**src/rtl/tone_pkg.sv**
```systemverilog
// constants shared by the tone and melody generator
// assumes a 25 mhz system clock and a classic wishbone register bus
package tone_pkg;
    // ==========================================================
    // timing
    localparam int unsigned CLK_HZ          = 25000000;
    localparam int unsigned ENV_TIME_US     = 2500;
    localparam int unsigned ENV_CYCLES      = (CLK_HZ / 1000) * ENV_TIME_US / 1000;
    localparam int unsigned PAT1_BPM        = 175;
    localparam int unsigned PAT2_BPM        = 200;
    localparam int unsigned PAT3_BPM        = 255;
    // note length in cycles: a quarter of a beat, an eighth of a beat for pattern 1
    localparam int unsigned PAT1_NOTE_CYC   = (CLK_HZ / PAT1_BPM) * 60 / 8;
    localparam int unsigned PAT2_NOTE_CYC   = (CLK_HZ / PAT2_BPM) * 60 / 4;
    localparam int unsigned PAT3_NOTE_CYC   = (CLK_HZ / PAT3_BPM) * 60 / 4;
    localparam int unsigned PAT_REPEATS     = 15;
    localparam int unsigned VOICES          = 3;
    localparam int unsigned VOL_STEPS       = 10;
    // ==========================================================
    // register map (byte addresses)
    localparam logic [7:0] ADDR_CTRL   = 8'h00;
    localparam logic [7:0] ADDR_START  = 8'h04;
    localparam logic [7:0] ADDR_VOLUME = 8'h08;
    localparam logic [7:0] ADDR_CFG    = 8'h0c;
    localparam logic [7:0] ADDR_STATUS = 8'h10;
    localparam logic [7:0] ADDR_VTAB   = 8'h20;
    localparam logic [7:0] ADDR_SINGLE = 8'h40;
    // ctrl fields
    localparam int unsigned CTRL_GO_BIT   = 0;
    localparam int unsigned CTRL_STOP_BIT = 1;
    localparam int unsigned CTRL_MODE_LSB = 4;
    // modes
    localparam logic [2:0] MODE_PAT1   = 3'h1;
    localparam logic [2:0] MODE_PAT2   = 3'h2;
    localparam logic [2:0] MODE_PAT3   = 3'h3;
    localparam logic [2:0] MODE_MELODY = 3'h4;
    localparam logic [2:0] MODE_SINGLE = 3'h5;
    // cfg fields
    localparam int unsigned CFG_ENV_OFF_BIT = 0;
    // pattern note pitch half-periods in cycles (two notes per pattern)
    localparam logic [15:0] PAT1_HP_A = 16'h1710;
    localparam logic [15:0] PAT1_HP_B = 16'h0f6d;
    localparam logic [15:0] PAT2_HP_A = 16'h124a;
    localparam logic [15:0] PAT2_HP_B = 16'h0b8a;
    localparam logic [15:0] PAT3_HP_A = 16'h0b88;
    localparam logic [15:0] PAT3_HP_B = 16'h07b6;
    // melody record: [15:0] half period, [31:16] note length in ms
    // record with zero length ends the melody
    localparam int unsigned MS_CYCLES = CLK_HZ / 1000;
    localparam logic [7:0]  VOL_DEFAULT = 8'h80;
endpackage : tone_pkg

```
**src/rtl/tone_voice_if.sv**
```systemverilog
// carries one voice's pitch and gate from the sequencer to the mixer
// assumes one clock domain
interface tone_voice_if;
    logic [15:0] half_period;
    logic        gate;
    modport src (output half_period, output gate);
    modport dst (input half_period, input gate);
endinterface : tone_voice_if

```
**src/rtl/tone_voices.sv**
```systemverilog
// three square-wave voices, envelope and volume, summed to one sample
// assumes gate changes only between notes
module tone_voices
    import tone_pkg::*;
#(
    parameter int unsigned ENV_CYC = ENV_CYCLES
) (
    input  wire logic        clk_i,
    input  wire logic        rst_i,
    tone_voice_if.dst        v0,
    tone_voice_if.dst        v1,
    tone_voice_if.dst        v2,
    input  wire logic        env_off_i,
    input  wire logic [7:0]  volume_i,
    output logic      [15:0] sample_o,
    output logic             busy_o
);
    if (ENV_CYC < 1 || ENV_CYC > 65535) $error("bad ENV_CYC");
    logic [15:0] hp [VOICES];
    logic        gt [VOICES];
    assign hp[0] = v0.half_period;
    assign hp[1] = v1.half_period;
    assign hp[2] = v2.half_period;
    assign gt[0] = v0.gate;
    assign gt[1] = v1.gate;
    assign gt[2] = v2.gate;
    logic [15:0] env_reg [VOICES];
    logic [15:0] ph_reg  [VOICES];
    logic        sq_reg  [VOICES];
    logic [9:0]  lvl     [VOICES];
    // ==========================================================
    // per voice oscillator and envelope
    for (genvar i = 0; i < VOICES; i++) begin : g_voice
        always_ff @(posedge clk_i) begin
            if (rst_i || hp[i] == 16'h0000) begin
                ph_reg[i] <= 16'h0000;
                sq_reg[i] <= 1'b0;
            end else if (ph_reg[i] >= hp[i] - 16'h0001) begin
                ph_reg[i] <= 16'h0000;
                sq_reg[i] <= ~sq_reg[i];
            end else begin
                ph_reg[i] <= ph_reg[i] + 16'h0001;
            end
        end
        always_ff @(posedge clk_i) begin
            if (rst_i) begin
                env_reg[i] <= 16'h0000;
            end else if (env_off_i) begin
                // full level at once, no ramp at either end  (see RL9)
                env_reg[i] <= gt[i] ? 16'(ENV_CYC) : 16'h0000;
            end else if (gt[i] && env_reg[i] < 16'(ENV_CYC)) begin
                env_reg[i] <= env_reg[i] + 16'h0001; // see RL5, see RL6
            end else if (!gt[i] && env_reg[i] != 16'h0000) begin
                env_reg[i] <= env_reg[i] - 16'h0001; // see RL5, see RL6
            end
        end
        // scale envelope to 0..255
        assign lvl[i] = 10'((32'(env_reg[i]) * 255) / ENV_CYC);
    end
    // ==========================================================
    // mixer: three voices summed together  (see RL1)
    logic signed [17:0] mix;
    always_comb begin
        mix = 18'sd0;
        for (int k = 0; k < VOICES; k++) begin
            mix = sq_reg[k] ? mix + 18'(signed'({8'h00, lvl[k]}))
                            : mix - 18'(signed'({8'h00, lvl[k]}));
        end
    end
    logic signed [26:0] scaled;
    assign scaled = 27'(mix) * 27'(signed'({1'b0, volume_i}));
    always_ff @(posedge clk_i) begin
        if (rst_i) begin
            sample_o <= 16'h0000;
            busy_o   <= 1'b0;
        end else begin
            sample_o <= scaled[23:8];
            busy_o   <= (env_reg[0] | env_reg[1] | env_reg[2]) != 16'h0000;
        end
    end
endmodule : tone_voices

```
**src/rtl/tone_melody_gen.sv**
```systemverilog
// tone and melody generator top: wishbone registers, pattern and
// melody sequencer, nvm fetch port, earpiece sample output
// assumes nvm answers a read with one-cycle nvm_ack_i on the same clock
module tone_melody_gen
    import tone_pkg::*;
#(
    parameter int unsigned ENV_CYC  = ENV_CYCLES,
    parameter int unsigned P1_CYC   = PAT1_NOTE_CYC,
    parameter int unsigned P2_CYC   = PAT2_NOTE_CYC,
    parameter int unsigned P3_CYC   = PAT3_NOTE_CYC,
    parameter int unsigned MS_CYC   = MS_CYCLES
) (
// What this block does
// RL1 - mixes up to three voices at once for polyphonic melodies
// RL2 - three built-in two-note patterns at 175, 200 and 255 bpm
// RL3 - built-in pattern plays fifteen times then stops by itself
// RL4 - host gives melody header address; block fetches data from nvm
// RL5 - each tone ramps up at start and down at end
// RL6 - ramps last 2.5 ms; a config bit disables the envelope
// RL7 - ten volume levels, each level held in a writable table
// RL8 - output goes only to earpiece; no buzzer output
// RL9 - envelope disabled means tones start and stop at full level
    input  wire logic        clk_i,
    input  wire logic        rst_i,
    input  wire logic        wb_cyc_i,
    input  wire logic        wb_stb_i,
    input  wire logic        wb_we_i,
    input  wire logic [7:0]  wb_adr_i,
    input  wire logic [3:0]  wb_sel_i,
    input  wire logic [31:0] wb_dat_i,
    output logic      [31:0] wb_dat_o,
    output logic             wb_ack_o,
    output logic             wb_err_o,
    output logic      [15:0] nvm_addr_o,
    output logic             nvm_req_o,
    input  wire logic [31:0] nvm_data_i,
    input  wire logic        nvm_ack_i,
    output logic      [15:0] earpiece_o
);
    if (ENV_CYC < 1 || P1_CYC < 1 || P2_CYC < 1 || P3_CYC < 1
        || MS_CYC < 1) $error("timing parameters must be positive");
    typedef enum logic [4:0] {
        ST_IDLE  = 5'b00001,
        ST_PAT   = 5'b00010,
        ST_FETCH = 5'b00100,
        ST_NOTE  = 5'b01000,
        ST_DRAIN = 5'b10000
    } seq_state_t;
    seq_state_t  state_reg;
    logic [2:0]  mode_reg;
    logic [15:0] start_reg;
    logic [3:0]  vol_idx_reg;
    logic        env_off_reg;
    logic [7:0]  vtab_reg [VOL_STEPS];
    logic [15:0] single_reg;
    logic [15:0] ptr_reg;
    logic [3:0]  rep_reg;
    logic        half_reg;
    logic [31:0] tmr_reg;
    logic [15:0] hp_reg  [VOICES];
    logic        gate_reg;
    logic        go_pulse;
    logic        stop_pulse;
    logic        wr;
    logic        rd_ok;
    logic        busy;
    logic [15:0] sample;
    // ==========================================================
    // wishbone slave, one wait state: ack the cycle after the strobe
    assign wr = wb_cyc_i && wb_stb_i && wb_we_i && !wb_ack_o
                && !wb_err_o && wb_sel_i[0];
    always_comb begin
        rd_ok = 1'b1;
        case (wb_adr_i)
            ADDR_CTRL, ADDR_START, ADDR_VOLUME, ADDR_CFG,
            ADDR_STATUS, ADDR_SINGLE: rd_ok = 1'b1;
            default: rd_ok = wb_adr_i >= ADDR_VTAB
                && wb_adr_i < ADDR_VTAB + 8'(4 * VOL_STEPS)
                && wb_adr_i[1:0] == 2'b00;
        endcase
    end
    assign go_pulse   = wr && wb_adr_i == ADDR_CTRL
                        && wb_dat_i[CTRL_GO_BIT];
    assign stop_pulse = wr && wb_adr_i == ADDR_CTRL
                        && wb_dat_i[CTRL_STOP_BIT];
    always_ff @(posedge clk_i) begin
        if (rst_i) begin
            wb_ack_o <= 1'b0;
            wb_err_o <= 1'b0;
            wb_dat_o <= 32'h0000_0000;
        end else begin
            wb_ack_o <= wb_cyc_i && wb_stb_i && !wb_ack_o && !wb_err_o
                        && rd_ok;
            wb_err_o <= wb_cyc_i && wb_stb_i && !wb_ack_o && !wb_err_o
                        && !rd_ok;
            case (wb_adr_i)
                ADDR_CTRL:   wb_dat_o <= {25'h0, mode_reg, 4'h0};
                ADDR_START:  wb_dat_o <= {16'h0, start_reg};
                ADDR_VOLUME: wb_dat_o <= {28'h0, vol_idx_reg};
                ADDR_CFG:    wb_dat_o <= {31'h0, env_off_reg};
                ADDR_STATUS: wb_dat_o <= {16'h0, ptr_reg[7:0], rep_reg,
                                          busy, gate_reg,
                                          state_reg != ST_IDLE, 1'b0};
                ADDR_SINGLE: wb_dat_o <= {16'h0, single_reg};
                default:     wb_dat_o <= rd_ok
                    ? {24'h0, vtab_reg[4'(wb_adr_i[5:2] - 4'h8)]}
                    : 32'h0000_0000;
            endcase
        end
    end
    // ==========================================================
    // configuration registers
    always_ff @(posedge clk_i) begin
        if (rst_i) begin
            mode_reg    <= MODE_PAT1;
            start_reg   <= 16'h0000;
            vol_idx_reg <= 4'(VOL_STEPS - 1);
            env_off_reg <= 1'b0;
            single_reg  <= 16'h0000;
        end else if (wr) begin
            case (wb_adr_i)
                ADDR_CTRL:   mode_reg <= wb_dat_i[CTRL_MODE_LSB +: 3];
                ADDR_START:  start_reg <= wb_dat_i[15:0]; // see RL4
                ADDR_VOLUME: if (wb_dat_i[3:0] < 4'(VOL_STEPS))
                    vol_idx_reg <= wb_dat_i[3:0];         // see RL7
                ADDR_CFG:    env_off_reg <= wb_dat_i[CFG_ENV_OFF_BIT];
                ADDR_SINGLE: single_reg <= wb_dat_i[15:0];
                default: ;
            endcase
        end
    end
    for (genvar v = 0; v < VOL_STEPS; v++) begin : g_vtab
        always_ff @(posedge clk_i) begin
            if (rst_i) begin
                vtab_reg[v] <= 8'(VOL_DEFAULT * (v + 1) / VOL_STEPS);
            end else if (wr && wb_adr_i == ADDR_VTAB + 8'(4 * v)) begin
                vtab_reg[v] <= wb_dat_i[7:0];             // see RL7
            end
        end
    end
    // ==========================================================
    // sequencer
    function automatic logic [31:0] note_len(input logic [2:0] m);
        case (m)
            MODE_PAT1: note_len = 32'(P1_CYC);
            MODE_PAT2: note_len = 32'(P2_CYC);
            default:   note_len = 32'(P3_CYC);
        endcase
    endfunction : note_len
    function automatic logic [15:0] pat_hp(input logic [2:0] m,
                                           input logic b);
        case (m)
            MODE_PAT1: pat_hp = b ? PAT1_HP_B : PAT1_HP_A;
            MODE_PAT2: pat_hp = b ? PAT2_HP_B : PAT2_HP_A;
            default:   pat_hp = b ? PAT3_HP_B : PAT3_HP_A;
        endcase
    endfunction : pat_hp
    always_ff @(posedge clk_i) begin
        if (rst_i || stop_pulse) begin
            state_reg <= ST_IDLE;
            gate_reg  <= 1'b0;
            nvm_req_o <= 1'b0;
            rep_reg   <= 4'h0;
            half_reg  <= 1'b0;
            tmr_reg   <= 32'h0;
            ptr_reg   <= 16'h0000;
            for (int k = 0; k < VOICES; k++) hp_reg[k] <= 16'h0000;
        end else begin
            case (state_reg)
                ST_IDLE: if (go_pulse) begin
                    gate_reg <= 1'b1;
                    case (wb_dat_i[CTRL_MODE_LSB +: 3])
                        MODE_PAT1, MODE_PAT2, MODE_PAT3: begin
                            hp_reg[0] <= pat_hp(wb_dat_i[6:4], 1'b0);
                            tmr_reg   <= note_len(wb_dat_i[6:4]); // see RL2
                            rep_reg   <= 4'h0;
                            half_reg  <= 1'b0;
                            state_reg <= ST_PAT;
                        end
                        MODE_MELODY: begin
                            gate_reg  <= 1'b0;
                            ptr_reg   <= start_reg;             // see RL4
                            nvm_req_o <= 1'b1;
                            state_reg <= ST_FETCH;
                        end
                        MODE_SINGLE: begin
                            hp_reg[0] <= single_reg;
                            state_reg <= ST_NOTE;
                            tmr_reg   <= 32'hffff_ffff;
                        end
                        default: gate_reg <= 1'b0;
                    endcase
                end
                ST_PAT: if (tmr_reg <= 32'h1) begin
                    tmr_reg  <= note_len(mode_reg);
                    half_reg <= ~half_reg;
                    hp_reg[0] <= pat_hp(mode_reg, ~half_reg); // see RL2
                    if (half_reg) begin
                        if (rep_reg == 4'(PAT_REPEATS - 1)) begin
                            gate_reg  <= 1'b0;                  // see RL3
                            state_reg <= ST_DRAIN;
                        end else begin
                            rep_reg <= rep_reg + 4'h1;          // see RL3
                        end
                    end
                end else begin
                    tmr_reg <= tmr_reg - 32'h1;
                end
                ST_FETCH: if (nvm_ack_i) begin
                    // one record per note: three voices share a length
                    nvm_req_o <= 1'b0;
                    if (nvm_data_i[31:16] == 16'h0000) begin
                        state_reg <= ST_DRAIN;
                    end else begin
                        hp_reg[0] <= nvm_data_i[15:0];
                        hp_reg[1] <= nvm_data_i[15:0] >> 1;     // see RL1
                        hp_reg[2] <= (nvm_data_i[15:0] >> 2)
                                     + (nvm_data_i[15:0] >> 3);
                        tmr_reg   <= 32'(nvm_data_i[31:16]) * 32'(MS_CYC);
                        gate_reg  <= 1'b1;
                        ptr_reg   <= ptr_reg + 16'h0001;        // see RL4
                        state_reg <= ST_NOTE;
                    end
                end
                ST_NOTE: if (tmr_reg <= 32'h1) begin
                    gate_reg <= 1'b0;
                    if (mode_reg == MODE_MELODY) begin
                        nvm_req_o <= 1'b1;
                        state_reg <= ST_FETCH;
                    end else begin
                        state_reg <= ST_DRAIN;
                    end
                end else if (mode_reg != MODE_SINGLE) begin
                    tmr_reg <= tmr_reg - 32'h1;
                end
                ST_DRAIN: if (!busy) begin
                    state_reg <= ST_IDLE;
                    for (int k = 0; k < VOICES; k++) hp_reg[k] <= 16'h0000;
                end
                default: state_reg <= ST_IDLE;
            endcase
        end
    end
    assign nvm_addr_o = ptr_reg;
    // ==========================================================
    // voices, envelope, mixing; the only audio output is the earpiece
    tone_voice_if vi0 ();
    tone_voice_if vi1 ();
    tone_voice_if vi2 ();
    assign vi0.half_period = hp_reg[0];
    assign vi1.half_period = hp_reg[1];
    assign vi2.half_period = hp_reg[2];
    assign vi0.gate = gate_reg;
    assign vi1.gate = gate_reg && hp_reg[1] != 16'h0000;
    assign vi2.gate = gate_reg && hp_reg[2] != 16'h0000;
    tone_voices #(.ENV_CYC(ENV_CYC)) u_voices (
        .clk_i     (clk_i),
        .rst_i     (rst_i),
        .v0        (vi0),
        .v1        (vi1),
        .v2        (vi2),
        .env_off_i (env_off_reg),
        .volume_i  (vtab_reg[vol_idx_reg]),
        .sample_o  (sample),
        .busy_o    (busy)
    );
    always_ff @(posedge clk_i) begin
        if (rst_i) earpiece_o <= 16'h0000;
        else       earpiece_o <= sample;                   // see RL8
    end
endmodule : tone_melody_gen

```
**config.mk**
```make
export PLATFORM = sky130hd
export DESIGN_NAME = tone_melody_gen
export DESIGN_NICKNAME = d
export VERILOG_FILES = /design/src/rtl/tone_pkg.sv /design/src/rtl/tone_voice_if.sv /design/src/rtl/tone_voices.sv /design/src/rtl/tone_melody_gen.sv
export SDC_FILE = /design/constraint.sdc
export NUM_CORES = 2
export LEC_CHECK = 0
export BUFFER_PORTS_ARGS = -buffer_cell sky130_fd_sc_hd__buf_2
export CORE_AREA = 8 8 326 328
export CTS_BUF_LIST = sky130_fd_sc_hd__clkbuf_8 sky130_fd_sc_hd__clkbuf_16
export DETAILED_ROUTE_END_ITERATION = 10
export DIE_AREA = 0 0 334 336
export PLACE_DENSITY = 0.74
export SLEW_MARGIN = 20
export SYNTH_ARGS = -nofsm -noshare
export SYNTH_HDL_FRONTEND = slang
export SYNTH_SLANG_ARGS = --single-unit
```
**constraint.sdc**
```tcl
create_clock -name clk_i -period 20.4 [get_ports clk_i]
set_input_delay 2.04 -clock clk_i [delete_from_list [all_inputs] [get_ports clk_i]]
set_output_delay 2.04 -clock clk_i [all_outputs]
set_load 0.02 [all_outputs]
```
==> results.md <==
- Synth Cell Area: 55200 sq um
- Syn. warnings: 0
- Setup Slack @ Placement: -1.69 ns
- Fillers: 7283
- Final setup violation count: 7
- Max_slew headroom: 17.6%
- Die Wd: 334 um
- Unrepaired setup endpoints after global routing: true
- CTS H-Tree Depth: 2
- Max reg flops: 80
- Register-to-Register Path Depth: 107
- Worst path top cell family by delay: compound AO/OA/AOI/OAI gates
- Layout cells sized above 1: 29.3%
- P&R area growth vs syn: 32.1%
- FF+latch count, synth: 380
- Busiest grt layer: met2
- Final Wtd Congestion: 0.949
- Root buf cell: clkbuf_16
- Top cell type's share of synthesized area: 13.1%
- Top-count cell post-synth: inv_1
- CTS Buffer Depth: 3
- CP arrival: 22.26 ns
- Max cap viols: 0
- M2 GR Usage: 53.0%
- Starting density of the core: 54.6%
- Critical path's largest stage delay: 0.68 ns
- Via count: 57100
- Worst R2R End: u_voices.sample_o[15]$_SDFF_PP0_
- Die Span Y: 336 um
- Simple-gate share of the synthesized area: 19.2%
- Die area: 112000 sq um
- Mux contribution to synthesized area: 3.09%
- Post-synthesis xor/xnor area fraction: 6.87%
- Post-synth EDFFs: 225
- Starting DRC count in detailed routing: 4885
- Avg Synthesized Cell Area: 8.41 sq um
- Req. time, crit path: 20.89 ns
- Tcrit/Tclk final: 107%
- Worst Hold Class: reg2reg
- Overflow after GRT: 0
- Largest net degree at the start of global routing: 52
- CP max-delay cell: fa_2
- Compound-gate portion of the synthesized area: 22.1%
- Core area: 101000 sq um
- Critical-path maximum fanout: 7
- Synth area leaders: fa_1 13%, edfxtp_1 12%, ha_1 11%
- Hold path depth: 1
- DRT antenna net count: 0
- Startpoint Class: flip-flop
- Most frequent cells after synthesis: 700 x inv_1, 565 x nor2_1, 530 x nand2_1
- Total CTS buffers: 42
- Met3 usage: 3.61%
- Row count: 117
- All-Layer GR Usage: 29.5%
- Clock Sinks: 380
- Buffers on Ports: 113
- Dpl hpwl: 136000 um
- CTS tree: yes
- Post-layout minimum cycle time: 21.77 ns
- First-pass GRT wire length: 280000 um
- Crit path top cell by count: buf_4
- Clock Latency Late Sink: 0.61 ns
- Avg WL per Cell: 18.7 um
- Final hold violation count: 0
- Crit Reg-Reg Startpoint: u_voices.env_reg[0][9]$_DFFE_PP_
- Area leader, netlist: fa_1
- Sequential share of the synthesized area: 17.9%
- Initial antenna violation count: 6
- Post-synthesis adder-cell area fraction: 24.4%
- Multi-input gate area: 44500 sq um
- Nature of the critical path endpoint: flip-flop
- Register area: 9860 sq um
- Count of pins over their slew limit: 0
- Total routed wirelength: 177000 um
- Cells after Synth: 6561
- Async set-reset flop share out of synthesis: 0%
- Hold slack: 0.445 ns
- Synth cell types: 150
- IO Pins: 149
- Beginning of the critical path: u_voices.env_reg[0][9]$_DFFE_PP_
- Max frequency: 45.9 MHz
- Number of vias per cell: 6.01
- Met1 Use GR: 35.7%
- Critical path class: reg2reg
- Reg2Reg Setup Slack: -1.37 ns
- Clk_skew: 0.0365 ns
- Outcome: finished with violations
- DR DRC count: 0
- Vias in the first global route: 56900
- Top_reg_cell synth: edfxtp_1
- Worst Tran Pin Value: 1.23 ns
- Worst Setup EP: u_voices.sample_o[15]$_SDFF_PP0_
- Reg clk slew, reported paths: 0.08 ns
- Final net count: 9094
- Post-layout instance count excluding filler cells: 9510
- Cell count along the critical path: 107
- Placed cells: 9275
- Failing checks: setup timing
- Drt pass-1 iters: 7
- Crit path buffers/inverters: 26
- Largest family of logic cells by synthesized area: adder cells
- Final setup margin: -1.37 ns
## cells in the final DEF (no fill, tap or decap), types with 54 or more instances in the layout
cell type	count
a211oi_1	67
a21o_1	84
a21oi_1	365
a31oi_1	62
and2_1	91
and3_1	100
buf_2	112
buf_4	1567
conb_1	64
dfxtp_1	155
edfxtp_1	225
fa_1	353
ha_1	464
inv_1	664
nand2_1	520
nand2b_1	69
nand3_1	147
nand4_1	65
nor2_1	554
nor2b_1	75
nor3_1	150
o21a_1	61
o21ai_0	231
o21bai_1	54
or3_1	55
xnor2_1	278
xor2_1	119
## what timing repair did
action / CTS / global route
gates cloned: 1 / 0
pin swaps: 183 / 178
hold endpoints to repair: 0 / 0
buffers inserted: 89 / 67
hold buffers: 0 / 0
gates resized for setup: 223 / 211
endpoints found under the setup margin: 9 / 13
## worst register-to-register path: cells and delay by family (launching register included)
kind | cells | cell delay [ns]
compound gates | 43 | 8.02
xor+xnor | 5 | 0.77
fa+ha+maj | 13 | 5.55
buf+inv | 26 | 3.06
flops | 1 | 0.51
simple gates | 20 | 3.75
## logic make-up (layout without fill, tap and decap cells)
kind of cell	Yosys count	after routing
AO/OA/AOI/OAI	1707	1708
XOR/XNOR	426	426
adder cells (fa/ha/maj)	863	863
buffers and inverters	926	2498
flip-flops	380	380
multiplexers	123	123
other	2	69
AND/OR/NAND/NOR	2134	2134
## per-layer routing
layer / up-vias / wire length (um)
li1: 26600 / -
met1: 27400 / 68900
met2: 2402 / 88100
met3: 619 / 12000
met4: 2 / 8380
met5: - / 13
## layout make-up
type                       count  share of cell area (%)
sequential                   380                    13.5
tap                         1309                    2.25
clock buffer                  51                    1.64
clock inverter                27                   0.391
inverter                     702                    3.62
antenna                        5                  0.0172
multi-input combinational   5318                    61.0
timing repair buffer        1718                    17.5
## worst min-delay path by stage
stage | slack [ns] | end | start
after CTS | 0.44 | earpiece_o[9]$_SDFF_PP0_ | u_voices.sample_o[9]$_SDFF_PP0_
after global placement | 0.42 | earpiece_o[10]$_SDFF_PP0_ | u_voices.sample_o[10]$_SDFF_PP0_
final | 0.44 | earpiece_o[6]$_SDFF_PP0_ | u_voices.sample_o[6]$_SDFF_PP0_
after detailed placement | 0.42 | earpiece_o[12]$_SDFF_PP0_ | u_voices.sample_o[12]$_SDFF_PP0_
after global routing | 0.45 | earpiece_o[8]$_SDFF_PP0_ | u_voices.sample_o[8]$_SDFF_PP0_
after floorplan | 0.41 | earpiece_o[0]$_SDFF_PP0_ | u_voices.sample_o[0]$_SDFF_PP0_
## through the flow
stage	instance area, sq um	utilization, %	setup TNS, ns
floorplan	55900	-	-0.769
global placement	68100	67.4	-3.16
detailed placement	68100	67.5	-7.23
CTS	71300	70.6	-2.07
global route	72900	72.2	-13.06
finish	72900	72.2	-5.24
Power is not shown: default switching activity piles up to over one toggle a cycle in this logic, so the estimate is an artifact.
